File: src/adc_cfg_pkg.sv
// constants, encodings and register map for the converter configuration block
// Function
// (RL1) four simultaneous channels, 16-bit results
// (RL2) two-bit input selector for each channel
// (RL3) per-channel gain from 1 to 128
// (RL4) full scale equals reference over gain
// (RL5) shared test level, two fifteenths full scale
// (RL6) no results before reference has settled
// (RL7) one bit picks external or internal clock
// (RL8) clock source defaults to external pin
// (RL9) system keeps external clock running continuously
// (RL10) two-bit field picks one of three modes
// (RL11) up to 32 kSPS in high resolution; the code strobes once per 256 mclk in every mode, 781.25 kSPS at 200 MHz
// (RL12) sync pulse aligns conversion timing
// (RL13) modulator clock is half main clock
// (RL14) oscillator off at reset, divided 1/2/4
// (RL15) host enters standby before clock changes
// (RL16) selector codes: pins, ground, plus, minus
// (RL17) gain code k means gain two to k
package adc_cfg_pkg;
    localparam int NUM_CH = 4;
    localparam int RES_W = 16;
    localparam int ADDR_W = 12;
    // register byte addresses
    localparam logic [11:0] ADDR_CHAN_CFG = 12'h000;
    localparam logic [11:0] ADDR_GAIN = 12'h004;
    localparam logic [11:0] ADDR_CLOCK = 12'h008;
    localparam logic [11:0] ADDR_STATUS = 12'h00c;
    // field positions
    localparam int SEL_W = 2;
    localparam int GAIN_W = 3;
    localparam int CLK_SEL_POS = 0;
    localparam int PWR_POS = 1;
    localparam int STANDBY_POS = 3;
    localparam int STAT_REF_POS = 0;
    localparam int STAT_SYNC_POS = 1;
    // reset values
    localparam logic [7:0] CHAN_CFG_RST = 8'h00;
    localparam logic [11:0] GAIN_RST = 12'h000;
    localparam logic CLK_SEL_RST = 1'b0;
    localparam logic STANDBY_RST = 1'b0;
    typedef enum logic [1:0] {
        SEL_PINS = 2'b00,
        SEL_GROUND = 2'b01,
        SEL_TEST_POS = 2'b10,
        SEL_TEST_NEG = 2'b11
    } input_sel_e;
    typedef enum logic [1:0] {
        PWR_HIGH_RES = 2'b00,
        PWR_LOW = 2'b01,
        PWR_VERY_LOW = 2'b10,
        PWR_RESERVED = 2'b11
    } power_mode_e;
    localparam power_mode_e PWR_RST = PWR_HIGH_RES;
    // oscillator divide ratios
    localparam logic [2:0] OSC_DIV_HR = 3'h1;
    localparam logic [2:0] OSC_DIV_LP = 3'h2;
    localparam logic [2:0] OSC_DIV_VLP = 3'h4;
    // 2/15 of positive full scale 0x7fff, and its negative
    localparam logic [15:0] TEST_CODE_POS = 16'h1111;
    localparam logic [15:0] TEST_CODE_NEG = 16'heeef;
    localparam logic [15:0] GROUND_CODE = 16'h0000;
    // timing
    localparam int MCLK_MHZ = 200;
    localparam int REF_SETTLE_NS = 5000;
    localparam int REF_SETTLE_CYC = (REF_SETTLE_NS * MCLK_MHZ + 999) / 1000;
    localparam int REF_CNT_W = 11;
    localparam int MOD_DIV = 2;
    localparam int OSR_HR = 128;
    localparam int OSR_CNT_W = 7;
endpackage

File: src/adc_cfg_top.sv
// channel, gain, clock-source and power-mode configuration with apb registers
//
// Implementation choices: the APB interface to the registers and the register offsets.
`timescale 1ns/1ps
module adc_cfg_top (
    // clock and reset
    input wire logic mclk,
    input wire logic rst_n,
    // apb slave
    input wire logic [adc_cfg_pkg::ADDR_W-1:0] paddr,
    input wire logic psel,
    input wire logic penable,
    input wire logic pwrite,
    input wire logic [31:0] pwdata,
    input wire logic [3:0] pstrb,
    output logic [31:0] prdata,
    output logic pready,
    output logic pslverr,
    // sync pin, asynchronous, active low
    input wire logic sync_n,
    // decimator results, same clock
    input wire logic conv_valid,
    input wire logic [63:0] conv_data,
    // timing enables
    output logic mod_clk_en,
    output logic sample_strobe,
    // analog controls
    output logic [7:0] channel_input_select,
    output logic [11:0] channel_gain_field,
    output logic clk_src_internal,
    output logic osc_enable,
    output logic [2:0] osc_div_ratio,
    output logic [1:0] power_level_select,
    output logic standby,
    // gated results
    output logic res_valid,
    output logic [63:0] res_data
);
    import adc_cfg_pkg::*;

    // register state
    logic [7:0] chan_cfg_q;
    logic [11:0] gain_q;
    logic clk_sel_q;
    power_mode_e pwr_q;
    logic standby_q;
    logic [31:0] prdata_q;
    logic pslverr_q;

    // apb decode
    wire setup_ph = psel && !penable;
    wire access_ph = psel && penable;
    wire hit_chan = (paddr == ADDR_CHAN_CFG);
    wire hit_gain = (paddr == ADDR_GAIN);
    wire hit_clock = (paddr == ADDR_CLOCK);
    wire hit_status = (paddr == ADDR_STATUS);
    wire mapped = hit_chan || hit_gain || hit_clock || hit_status;
    wire wr_en = access_ph && pwrite && mapped;
    wire [31:0] byte_mask = {{8{pstrb[3]}}, {8{pstrb[2]}}, {8{pstrb[1]}}, {8{pstrb[0]}}};

    // current register words
    wire [31:0] chan_word = {24'h000000, chan_cfg_q};
    wire [31:0] gain_word = {20'h00000, gain_q};
    wire [31:0] clock_word = {28'h0000000, standby_q, pwr_q, clk_sel_q};
    logic ref_ready_q;
    logic sync_hold;
    wire [31:0] status_word = {30'h00000000, sync_hold, ref_ready_q};

    // merged write data
    wire [31:0] chan_new = (pwdata & byte_mask) | (chan_word & ~byte_mask);
    wire [31:0] gain_new = (pwdata & byte_mask) | (gain_word & ~byte_mask);
    wire [31:0] clock_new = (pwdata & byte_mask) | (clock_word & ~byte_mask);
    wire [1:0] pwr_new = clock_new[PWR_POS+1:PWR_POS];
    // reserved power code keeps the previous mode
    wire pwr_ok = (pwr_new != PWR_RESERVED); // RL10

    wire [31:0] rd_mux = hit_chan ? chan_word :
                         hit_gain ? gain_word :
                         hit_clock ? clock_word :
                         hit_status ? status_word : 32'h00000000;

    // read data captured in setup, zero wait states
    always_ff @(posedge mclk or negedge rst_n) begin
        if (!rst_n) begin
            prdata_q <= 32'h00000000;
            pslverr_q <= 1'b0;
        end else if (setup_ph) begin
            prdata_q <= pwrite ? 32'h00000000 : rd_mux;
            pslverr_q <= !mapped;
        end
    end

    assign prdata = prdata_q;
    assign pready = 1'b1;
    assign pslverr = access_ph && pslverr_q;

    always_ff @(posedge mclk or negedge rst_n) begin
        if (!rst_n) begin
            chan_cfg_q <= CHAN_CFG_RST;
            gain_q <= GAIN_RST;
            clk_sel_q <= CLK_SEL_RST; // RL8
            pwr_q <= PWR_RST;
            standby_q <= STANDBY_RST;
        end else if (wr_en) begin
            if (hit_chan) begin
                chan_cfg_q <= chan_new[7:0]; // RL2
            end
            if (hit_gain) begin
                gain_q <= gain_new[11:0]; // RL3
            end
            if (hit_clock) begin
                clk_sel_q <= clock_new[CLK_SEL_POS]; // RL7
                standby_q <= clock_new[STANDBY_POS];
                if (pwr_ok) begin
                    pwr_q <= power_mode_e'(pwr_new);
                end
            end
        end
    end

    // clock source and oscillator divider
    assign clk_src_internal = clk_sel_q; // RL7
    assign osc_enable = clk_sel_q; // RL14
    // no glitch-free switcher: host must be in standby when changing these
    assign osc_div_ratio = (pwr_q == PWR_LOW) ? OSC_DIV_LP :
                           (pwr_q == PWR_VERY_LOW) ? OSC_DIV_VLP : OSC_DIV_HR; // RL14
    assign power_level_select = pwr_q; // RL10
    assign standby = standby_q;
    assign channel_input_select = chan_cfg_q;
    // analog pga takes the exponent, full scale is reference over 2^k
    assign channel_gain_field = gain_q; // RL4 RL17

    // sync pin synchroniser
    logic sync_s1_q;
    logic sync_s2_q;
    always_ff @(posedge mclk or negedge rst_n) begin
        if (!rst_n) begin
            sync_s1_q <= 1'b1;
            sync_s2_q <= 1'b1;
        end else begin
            sync_s1_q <= sync_n;
            sync_s2_q <= sync_s1_q;
        end
    end
    // modulator phase and osr counter held while the pin is low, both restart on release
    assign sync_hold = !sync_s2_q; // RL12

    // modulator enable at half the main clock
    logic mod_ph_q;
    always_ff @(posedge mclk or negedge rst_n) begin
        if (!rst_n) begin
            mod_ph_q <= 1'b0;
        end else if (sync_hold) begin
            mod_ph_q <= 1'b0;
        end else begin
            mod_ph_q <= !mod_ph_q; // RL13
        end
    end
    assign mod_clk_en = mod_ph_q;

    // one sample instant shared by all channels, osr 128 in every mode
    logic [OSR_CNT_W-1:0] osr_cnt_q;
    logic strobe_q;
    wire osr_wrap = mod_ph_q && (osr_cnt_q == OSR_CNT_W'(OSR_HR - 1));
    always_ff @(posedge mclk or negedge rst_n) begin
        if (!rst_n) begin
            osr_cnt_q <= '0;
            strobe_q <= 1'b0;
        end else if (sync_hold) begin
            osr_cnt_q <= '0;
            strobe_q <= 1'b0;
        end else begin
            strobe_q <= osr_wrap; // RL1 RL11
            if (mod_ph_q) begin
                osr_cnt_q <= osr_cnt_q + 1'b1;
            end
        end
    end
    assign sample_strobe = strobe_q;

    // reference settling gate
    logic [REF_CNT_W-1:0] ref_cnt_q;
    wire ref_last = (ref_cnt_q == REF_CNT_W'(REF_SETTLE_CYC - 1));
    always_ff @(posedge mclk or negedge rst_n) begin
        if (!rst_n) begin
            ref_cnt_q <= '0;
            ref_ready_q <= 1'b0;
        end else if (!ref_ready_q) begin
            ref_cnt_q <= ref_cnt_q + 1'b1;
            ref_ready_q <= ref_last; // RL6
        end
    end

    // per-channel result selection
    wire take = conv_valid && ref_ready_q; // RL6
    logic [63:0] sel_data;
    genvar ch;
    generate
        for (ch = 0; ch < NUM_CH; ch++) begin : g_ch
            wire [1:0] sel = chan_cfg_q[ch*SEL_W +: SEL_W];
            wire [15:0] raw = conv_data[ch*RES_W +: RES_W];
            // test code is gain independent
            assign sel_data[ch*RES_W +: RES_W] =
                (sel == SEL_GROUND) ? GROUND_CODE :
                (sel == SEL_TEST_POS) ? TEST_CODE_POS :
                (sel == SEL_TEST_NEG) ? TEST_CODE_NEG : raw; // RL5 RL16
        end
    endgenerate

    logic res_valid_q;
    logic [63:0] res_data_q;
    always_ff @(posedge mclk or negedge rst_n) begin
        if (!rst_n) begin
            res_valid_q <= 1'b0;
            res_data_q <= 64'h0000000000000000;
        end else begin
            res_valid_q <= take; // RL6
            if (take) begin
                res_data_q <= sel_data; // RL1
            end
        end
    end
    assign res_valid = res_valid_q;
    assign res_data = res_data_q;

    // assertion helpers
    logic first_q;
    logic [7:0] sel_past_q;
    always_ff @(posedge mclk or negedge rst_n) begin
        if (!rst_n) begin
            first_q <= 1'b1;
            sel_past_q <= 8'h00;
        end else begin
            first_q <= 1'b0;
            sel_past_q <= chan_cfg_q;
        end
    end

    property p_clk_default;
        @(posedge mclk) disable iff (!rst_n)
        first_q |-> (!clk_src_internal && !osc_enable);
    endproperty
    a_clk_default: assert property (p_clk_default) else $error("clock source not external after reset"); // RL8

    property p_no_early_data;
        @(posedge mclk) disable iff (!rst_n)
        res_valid |-> $past(ref_ready_q);
    endproperty
    a_no_early_data: assert property (p_no_early_data) else $error("result before reference settled"); // RL6

    property p_ref_time;
        @(posedge mclk) disable iff (!rst_n)
        $rose(ref_ready_q) |-> $past(ref_cnt_q) == REF_CNT_W'(REF_SETTLE_CYC - 1);
    endproperty
    a_ref_time: assert property (p_ref_time) else $error("reference settle count wrong"); // RL6

    property p_mod_half;
        @(posedge mclk) disable iff (!rst_n)
        (!sync_hold && mod_clk_en) ##1 !sync_hold |-> !mod_clk_en ##1 (sync_hold || mod_clk_en);
    endproperty
    a_mod_half: assert property (p_mod_half) else $error("modulator enable not half rate"); // RL13

    property p_osc_div;
        @(posedge mclk) disable iff (!rst_n)
        (power_level_select == PWR_VERY_LOW) |-> osc_div_ratio == OSC_DIV_VLP;
    endproperty
    a_osc_div: assert property (p_osc_div) else $error("oscillator divider mismatch"); // RL14

    property p_test_code;
        @(posedge mclk) disable iff (!rst_n)
        res_valid && sel_past_q[5:4] == SEL_TEST_POS |-> res_data[47:32] == TEST_CODE_POS;
    endproperty
    a_test_code: assert property (p_test_code) else $error("positive test code wrong"); // RL5

    property p_ground_code;
        @(posedge mclk) disable iff (!rst_n)
        res_valid && sel_past_q[3:2] == SEL_GROUND |-> res_data[31:16] == GROUND_CODE;
    endproperty
    a_ground_code: assert property (p_ground_code) else $error("ground code not zero"); // RL16

    property p_test_neg;
        @(posedge mclk) disable iff (!rst_n)
        res_valid && sel_past_q[7:6] == SEL_TEST_NEG |-> res_data[63:48] == TEST_CODE_NEG;
    endproperty
    a_test_neg: assert property (p_test_neg) else $error("negative test code wrong"); // RL5 RL16

    property p_pins_pass;
        @(posedge mclk) disable iff (!rst_n)
        res_valid && sel_past_q[1:0] == SEL_PINS |-> res_data[15:0] == $past(conv_data[15:0]);
    endproperty
    a_pins_pass: assert property (p_pins_pass) else $error("pin data changed"); // RL2 RL16

    property p_take_next;
        @(posedge mclk) disable iff (!rst_n)
        conv_valid && ref_ready_q |=> res_valid;
    endproperty
    a_take_next: assert property (p_take_next) else $error("result dropped"); // RL6

    property p_ref_hold;
        @(posedge mclk) disable iff (!rst_n)
        ref_ready_q |=> ref_ready_q;
    endproperty
    a_ref_hold: assert property (p_ref_hold) else $error("reference ready fell"); // RL6

    property p_osc_div_lp;
        @(posedge mclk) disable iff (!rst_n)
        (power_level_select == PWR_LOW) |-> osc_div_ratio == OSC_DIV_LP;
    endproperty
    a_osc_div_lp: assert property (p_osc_div_lp) else $error("low power divider wrong"); // RL14

    property p_osc_div_hr;
        @(posedge mclk) disable iff (!rst_n)
        (power_level_select == PWR_HIGH_RES) |-> osc_div_ratio == OSC_DIV_HR;
    endproperty
    a_osc_div_hr: assert property (p_osc_div_hr) else $error("high res divider wrong"); // RL14

    property p_gain_write;
        @(posedge mclk) disable iff (!rst_n)
        wr_en && hit_gain && pstrb == 4'hf |=> channel_gain_field == $past(pwdata[11:0]);
    endproperty
    a_gain_write: assert property (p_gain_write) else $error("gain write lost"); // RL3 RL17

    property p_strobe_gap;
        @(posedge mclk) disable iff (!rst_n)
        sample_strobe |=> (!sample_strobe)[*8];
    endproperty
    a_strobe_gap: assert property (p_strobe_gap) else $error("sample strobes too close"); // RL11

    property p_sync_hold;
        @(posedge mclk) disable iff (!rst_n)
        sync_hold |=> !mod_clk_en && !sample_strobe;
    endproperty
    a_sync_hold: assert property (p_sync_hold) else $error("timing ran during sync"); // RL12

    property p_pwr_reserved;
        @(posedge mclk) disable iff (!rst_n)
        wr_en && hit_clock && !pwr_ok |=> $stable(power_level_select);
    endproperty
    a_pwr_reserved: assert property (p_pwr_reserved) else $error("reserved power code taken"); // RL10

    property p_clk_write;
        @(posedge mclk) disable iff (!rst_n)
        wr_en && hit_clock |=> clk_src_internal == $past(clock_new[CLK_SEL_POS]);
    endproperty
    a_clk_write: assert property (p_clk_write) else $error("clock select write lost"); // RL7

    c_internal_clock: cover property (@(posedge mclk) disable iff (!rst_n) $rose(osc_enable));
    c_result: cover property (@(posedge mclk) disable iff (!rst_n) res_valid);
    c_sync: cover property (@(posedge mclk) disable iff (!rst_n) $fell(sync_hold));
    c_unmapped: cover property (@(posedge mclk) disable iff (!rst_n) pslverr);
    c_reserved_power: cover property (@(posedge mclk) disable iff (!rst_n)
        wr_en && hit_clock && !pwr_ok);
endmodule

File: config.mk
export PLATFORM = sky130hd
export DESIGN_NAME = adc_cfg_top
export DESIGN_NICKNAME = d
export VERILOG_FILES = /design/src/adc_cfg_pkg.sv /design/src/adc_cfg_top.sv
export SDC_FILE = /design/constraint.sdc
export NUM_CORES = 1
export LEC_CHECK = 0
export ABC_AREA = 1
export BUFFER_PORTS_ARGS = -buffer_cell sky130_fd_sc_hd__buf_2
export CAP_MARGIN = 40
export CORE_MARGIN = 3
export CORE_UTILIZATION = 36
export DETAILED_ROUTE_END_ITERATION = 6
export HOLD_SLACK_MARGIN = 0.08
export PLACE_DENSITY = 0.63
export SYNTH_ARGS = -nofsm -noshare
export SYNTH_HDL_FRONTEND = slang
export SYNTH_SLANG_ARGS = --single-unit
File: constraint.sdc
create_clock -name mclk -period 1.5 [get_ports mclk]
set_clock_uncertainty 0.15 [all_clocks]
set_input_delay 0.15 -clock mclk [delete_from_list [all_inputs] [get_ports mclk]]
set_output_delay 0.15 -clock mclk [all_outputs]
set_load 0.1 [all_outputs]
### Word-level counts from Yosys, hierarchy flattened

Index checks and enable logic that the tools add are counted.

* add/sub/neg operators: 2
* $mul: 0
* divide/modulo/power cells: 0
* $lt $le $gt $ge: 0
* eq/ne operators: 21
* shift-type cells: 0
* mux-type cells: 24
* bitwise logic cells: 8
* reduce and logical (&&, ||, !) cells: 19

Operator list (count)
* 16-bit 2-to-1 mux: 12
* 12-bit 2-to-1 mux: 3
* 12-bit AND: 2
* 12-bit by 4-bit == test with 1-bit output (second input constant): 2
* 2-bit == test (second input constant): 9
* 7-bit 2-to-1 mux: 2
* 12-bit by 3-bit == test with 1-bit output (second input constant): 1
* 12-bit logical NOT: 1
* 12-bit inverter: 1
* 12-bit OR: 1
* 11-bit by 1-bit adder with 11-bit output (second input constant): 1
* 11-bit by 10-bit == test with 1-bit output (second input constant): 1
* 2-bit by 1-bit == test with 1-bit output (second input constant): 5
* 8-bit AND: 1
* 8-bit OR: 1
* 7-bit by 1-bit adder with 7-bit output (second input constant): 1
* 7-bit == test (second input constant): 1
* 1-bit logical AND: 7
* 3-bit 2-to-1 mux: 2
* 2-bit AND reduction: 3
* 4-bit AND: 1
* 1-bit logical NOT: 4
* 4-bit 2-to-1 mux: 1
* 4-bit OR: 1
* other kinds (6): 10

* bits in registers: 145
* latch bits: 0
* RAM bits: 0
* ROM bits: 0
* input bits: 119
* output and inout port bits: 129
* logic and storage cells: 90
* memories: 0

### Longest topological paths before layout

Gate-level depths: netlist of the first run.

* depth in word-level cells: 6
* gate-level depth with buffers: 10
* depth with buffers taken out: 9

### Least setup slack after synthesis of the first run

OpenSTA, ideal clock, no wires.

* path type: register -> output
* start point: reg pwr_q[0] (netlist: power_level_select[0])
* end point: out osc_div_ratio[0]
* data arrival time: 1.978 ns
* required time: 1.200 ns
* setup slack: -0.778 ns
* cell stages (with the launch flop): 3
* path buffers: 0
* path through: dfrtp_1 > inv_1 > ha_1

* word-level cells in the longest chain between the ends: 3

RTL lines
* from (decl): line adc_cfg_top.sv:45 `power_mode_e pwr_q;`
* from (signal assigned): line adc_cfg_top.sv:115 `pwr_q <= power_mode_e'(pwr_new);`
* 2-bit == test: line adc_cfg_top.sv:126 `(pwr_q == PWR_VERY_LOW) ? OSC_DIV_VLP : OSC_DIV_HR;`
* 3-bit 2-to-1 mux: line adc_cfg_top.sv:126
* 3-bit 2-to-1 mux *: line adc_cfg_top.sv:125 `assign osc_div_ratio = (pwr_q == PWR_LOW) ? OSC_DIV_LP :`
* to (decl): line adc_cfg_top.sv:32 `output logic [2:0] osc_div_ratio,`

Every way passes the cells marked *; elsewhere a longest branch is shown, timed or not.

### Worst setup path after layout of the first run

* start point: reg pwr_q[1] (netlist: power_level_select[1])
* end point: out osc_div_ratio[0]

Same word-level chain as after synthesis.

==> metrics.txt, run 1 <==
status=finished with violations; failing checks=negative setup slack; initial antenna violation count=0; Crit. End Element=output pin; # hold bufs at CTS=just over 80; fin worst setup slack=-166 ps; final wirelength=18,400 um; Die Ht=around 130 um; Root Driver=clkbuf_16; die width=132 um; dominant cells by area after synthesis=dfrtp_1 54%, nand2_1 14%, o21ai_0 6.8%; 1st-iter DRT viols=282; post-synthesis sequential area ratio=0.546; # DRC=0; global-route wire length before repair=~29,000 um; CP cell instances=ha_4 -> buf_12; final slew viol count=0; Seq cells post-synth=about 130; Hold Crit Class=primary input to asynchronous set/reset pin; fin crit period=1670 ps; period utilisation layout=1.11; leading area contributor after synthesis=dfrtp_1; I/O pin count=248; combinational power share=0.097; # setup viols final=6; vias in the first global route=around 5,700; CP max FO=4; Reg2Reg Capture Point=ref_cnt_q[10]$_DFFE_PN0N_; DP Worst Slack=-164 ps; total CTS buffers=17; Cell Pwr Density=slightly above 900 mW/mm^2; endpoints failing hold=0; Lkg Pwr=4.77 nW; internal power consumption=roughly 6.5 mW; Post-synth EDFFs=0; net count reported at finish=1,122; grt total ovfl=0; highest clock rate=between 600 and 700 MHz; worst vdd ir=848 uV; Final HPWL DP=12,200 um; syn_area_per_cell=between 8 and 9 sq um; post-route design area=~0.0094 sq mm; starting density of the core=0.373; crit path launch type=flip-flop; core area=around 0.015 sq mm; clock sinks=around 130; max_cap viols=0; pin count of the biggest net entering global routing=35; most frequent cells in the layout=209 x nand2_1, 127 x buf_4, 109 x dfrtp_1, 97 x buf_2, 82 x dlygate4sd3_1; H-Tree Depth=4; CP Capture Point=osc_div_ratio[0]; Slowest cell on crit path=dfrtp_4; Worst-Skew Late Latency=just over 400 ps; ratio of cells with drive above 1 in the final layout=0.347; TritonCTS clock tree=done; Clock power frac=0.504; r2r setup slk=-10 ps; Synth top area share=0.537; Async SR Flop Fraction=1.00; Final GP Congestion=slightly above 0.8; Post-Synthesis Cell Area=~0.0057 sq mm; Die ar.=between 0.015 and 0.02 sq mm; number of port buffers=between 200 and 250; Crit path arrival time=1370 ps; Net Sw Frac=0.240; Power, Total=8.52 mW; 1st-pass router iterations=4; Fill cells=1,276; share of power burned in registers=0.399; commonest non-fill, non-tap cell in the layout=nand2_1; CTS Buffer Depth=2; Detail Route Antenna Nets=0; GRT Total Usage=0.207; CP required=~1200 ps; worst r2r src=ref_cnt_q[0]$_DFFE_PN0N_; gate count of the mapped netlist=~670; Ys Warns=0; Area after DPL=0.00755 sq mm; ys flop type=dfrtp_1; Worst R2R Path Depth=8; worst setup path start=power_level_select[1]$_DFFE_PN0P_; CP Class=flip-flop to output pin; Crit path largest cell delay=510 ps; wire per inst=approximately 15 um; Core Rows=45; switching pwr=roughly 2.0 mW; number of vias per cell=4.70; Yosys cell types=33; vias=between 5,000 and 6,000; area grow syn2layout=63.9%; Clock Pin Slew Worst Setup and Hold Paths=approximately 60 ps; RSZ-0062 raised after global routing=true
[final cells by class]
class	count	area, sq um	share of cell area
timing repair buffer	341	2790	0.297
tap	211	264	0.0281
clock inverter	12	159	0.0169
antenna	2	5.00	0.000533
sequential	125	3180	0.338
inverter	42	164	0.0174
timing repair inverter	1	7.51	0.000799
multi-input combinational	471	2370	0.252
clock buffer	20	467	0.0497
[power groups by stage]
stage	Sequential, mW	Clock (mW)	Combinational (mW)
2_1_floorplan	3.47	0	0.392
3_3_place_gp	3.46	0	0.636
3_5_place_dp	3.46	0	0.640
4_1_cts	3.40	4.37	0.815
5_1_grt	3.40	4.53	0.884
6_report	3.40	4.29	0.824
[metal layers]
| layer | track usage | vias to the layer above | share of wire |
|---|---|---|---|
| li1 | - | 2797 | - |
| met1 | 0.254 | 2711 | 0.41 |
| met2 | 0.341 | 196 | 0.50 |
| met3 | 0.0519 | 48 | 0.053 |
| met4 | 0.0982 | 0 | 0.036 |
| met5 | 0 | - | 0 |
[timing repair]
action / CTS / global route
buffers inserted: 3 / 4
endpoints found under the setup margin: 90 / 80
hold endpoints to repair: 222 / 14
gates cloned: 0 / 2
pin swaps: 3 / 3
gates resized for setup: 89 / 38
[cells in the mapped netlist, types with 3 or more instances]
cell type / count
nand2_1: 210
dfrtp_1: 123
o21ai_0: 78
a21oi_1: 57
inv_1: 40
nor2_1: 28
buf_4: 23
clkbuf_1: 20
nand4_1: 15
nand3_1: 13
xor2_1: 7
buf_2: 6
nor2_2: 5
o211ai_1: 5
ha_1: 4
nand2_2: 4
nor2_4: 4
xnor2_1: 4
nor3_1: 3
[logic make-up after synthesis]
logic type	synth area share
flops	0.546
xor+xnor	0.0168
fa+ha+maj	0.00873
compound gates	0.134
simple gates	0.216
buf+inv	0.0779
other cells	0.00131
[stage by stage]
| stage | setup TNS [ps] | hold slack, ps | instances | util |
|---|---|---|---|---|
| after floorplan | -77.0 | -296 | 688 | - |
| after global placement | -2430 | -94.5 | 1101 | 0.491 |
| after detailed placement | -3250 | -92.6 | 1101 | 0.491 |
| after CTS | -1740 | 111 | 1218 | 0.602 |
| after global routing | -921 | 51.0 | 1223 | 0.611 |
| final | -519 | 19.4 | 1225 | 0.611 |
[worst min-delay path by stage]
| stage | slack (ps) | end | cells past startpoint |
|---|---|---|---|
| 2_1_floorplan | -300 | asynchronous set/reset pin | 0 |
| 4_1_cts | 110 | prdata[4]$_DFFE_PN0P_ | 6 |
| 6_report | 20 | res_data[41]$_DFFE_PN0P_ | 2 |
| 5_1_grt | 50 | res_data[41]$_DFFE_PN0P_ | 2 |
| 3_5_place_dp | -90 | res_data[41]$_DFFE_PN0P_ | 1 |
| 3_3_place_gp | -90 | res_data[41]$_DFFE_PN0P_ | 1 |
[critical path, delay by kind of cell, from the launching register on]
family     cells  cell delay [ps]
flops          1              510
buf+inv        1              160
fa+ha+maj      1              280
Note: power is estimated with default switching activity, not from simulation.
==> run 2: changes to the inputs <==
- CTS_BUF_LIST: default -> sky130_fd_sc_hd__clkbuf_2
- SETUP_SLACK_MARGIN: default -> 0.15
==> metrics.txt, run 2 (synthesized netlist as in run 1, its figures left out) <==
status=finished with violations; failing checks=negative hold slack, negative setup slack; Root Driver=clkbuf_2; grt met3 use=0.0729; max_cap viols=0; CP required=around 1200 ps; Final HPWL DP=~12,000 um; vias in the first global route=7,268; global-route wire length before repair=about 41,000 um; pin count of the biggest net entering global routing=52; final slew viol count=0; Detail Route Antenna Nets=0; starting density of the core=0.373; period utilisation layout=1.33; ratio of cells with drive above 1 in the final layout=0.507; area grow syn2layout=123%; Hold Crit Class=primary input to flip-flop; Die ar.=0.0175 sq mm; grt total ovfl=0; Lkg Pwr=between 5 and 6 nW; Power, Total=6.73 mW; commonest non-fill, non-tap cell in the layout=nand2_1; vias=~7,400; TritonCTS clock tree=done; Crit path arrival time=around 1700 ps; Final Hold Slack=-112 ps; total CTS buffers=17; core area=roughly 0.015 sq mm; number of port buffers=approximately 200; final wirelength=between 30,000 and 40,000 um; 1st-pass router iterations=7; wire per inst=between 20 and 25 um; fin crit period=about 2000 ps; # setup viols final=approximately 140; Clock Pin Slew Worst Setup and Hold Paths=~200 ps; Die Ht=around 130 um; DP Worst Slack=-112 ps; Final GP Congestion=just over 0.8; grt met1 use=0.354; gr busiest metal=met2; GRT Total Usage=0.297; Core Rows=45; Worst-Skew Late Latency=around 710 ps; crit path launch type=flip-flop; CTS Buffer Depth=2; net count reported at finish=1,291; grt met2 use=0.508; highest clock rate=501 MHz; worst vdd ir=about 430 uV; # DRC=0; CP Class=flip-flop to output pin; die width=132 um; CP max FO=4; number of vias per cell=~5.3; most frequent cells in the layout=185 x nand2_1, 161 x dlygate4sd3_1, 118 x buf_12, 95 x buf_2, 89 x buf_4; H-Tree Depth=4; fin worst setup slack=-494 ps; endpoints failing hold=28; initial antenna violation count=1; RSZ-0062 raised after global routing=true; Cell Pwr Density=527 mW/mm^2; Crit. End Element=output pin; clock sinks=approximately 130; I/O pin count=248; 1st-iter DRT viols=711
-- run 2: changes by cell type in the layout (fill, tap and decap cells not counted), moves of 25 or more --
cell	change
buf_6	+28
dlygate4sd3_1	+79
o21ai_2	+47
buf_12	+98
a21oi_1	-31
a21oi_2	+25
o21ai_0	-61
buf_4	-38
-- run 2: area by class of cell --
class	count	area [sq um]
diodes	1	2.50
clock buffers	19	95.1
clock inverters	13	125
fillers	705	2610
inverters	42	201
multi-input cells	471	3070
flip-flops and latches	125	3200
well taps	211	264
repair buffers	511	5800
-- run 2: path summary, 6_finish.rpt --
kind                                                   startpoint                       end  slack (ps)  depth (start not counted)
max in group asynchronous                                   rst_n  res_data[16]$_DFFE_PN0P_         210                          5
min in group asynchronous                                   rst_n  res_data[55]$_DFFE_PN0P_         180                          3
worst max register to register              ref_ready_q$_DFF_PN0_  res_data[39]$_DFFE_PN0P_        -110                          7
worst min-delay path                                    paddr[10]                 flip-flop        -110                          8
worst min register to register                sync_s1_q$_DFF_PN1_       sync_s2_q$_DFF_PN1_         220                          0
worst max-delay path            power_level_select[0]$_DFFE_PN0P_          osc_div_ratio[0]        -490                          3
-- run 2: layer usage --
metal / part of all wire / routed length [um]
met5: 0 / 0
met4: 0.074 / 2340
met3: 0.10 / 3190
met2: 0.47 / 14900
met1: 0.35 / 11100
-- run 2: critical path: stages (launching register included) --
cell and delay, ps:
dfrtp_4 560, inv_4 70, ha_4 190, buf_12 160
-- run 2: power breakdown --
part           internal, mW  leakage, nW  total (mW)  switching [mW]
combinational         0.504         4.19        1.15           0.650
clock                 0.749        0.128        2.18            1.43
sequential             3.39         1.66        3.40         0.00969
-- run 2: what timing repair did --
action,CTS,global route
hold buffers,161,1
endpoints found under the hold margin,228,34
setup endpoints to repair,172,216
buffers inserted,52,38
resized for setup,476,163
cloned,4,7
pin swaps,44,45
-- run 2: stage by stage --
| stage | area, sq um | TNS, ps | instances | util | hold slack [ps] |
|---|---|---|---|---|---|
| final | 12800 | -22330 | 1393 | 0.830 | -112 |
| after global routing | 12800 | -30020 | 1393 | 0.830 | -133 |
| after CTS | 11700 | -33140 | 1345 | 0.760 | -221 |
| after detailed placement | 7760 | -1830 | 1096 | 0.505 | -92.8 |
| after global placement | 7760 | -1260 | 1096 | 0.505 | -90.4 |
| after floorplan | 6200 | -52.8 | 688 | - | -296 |
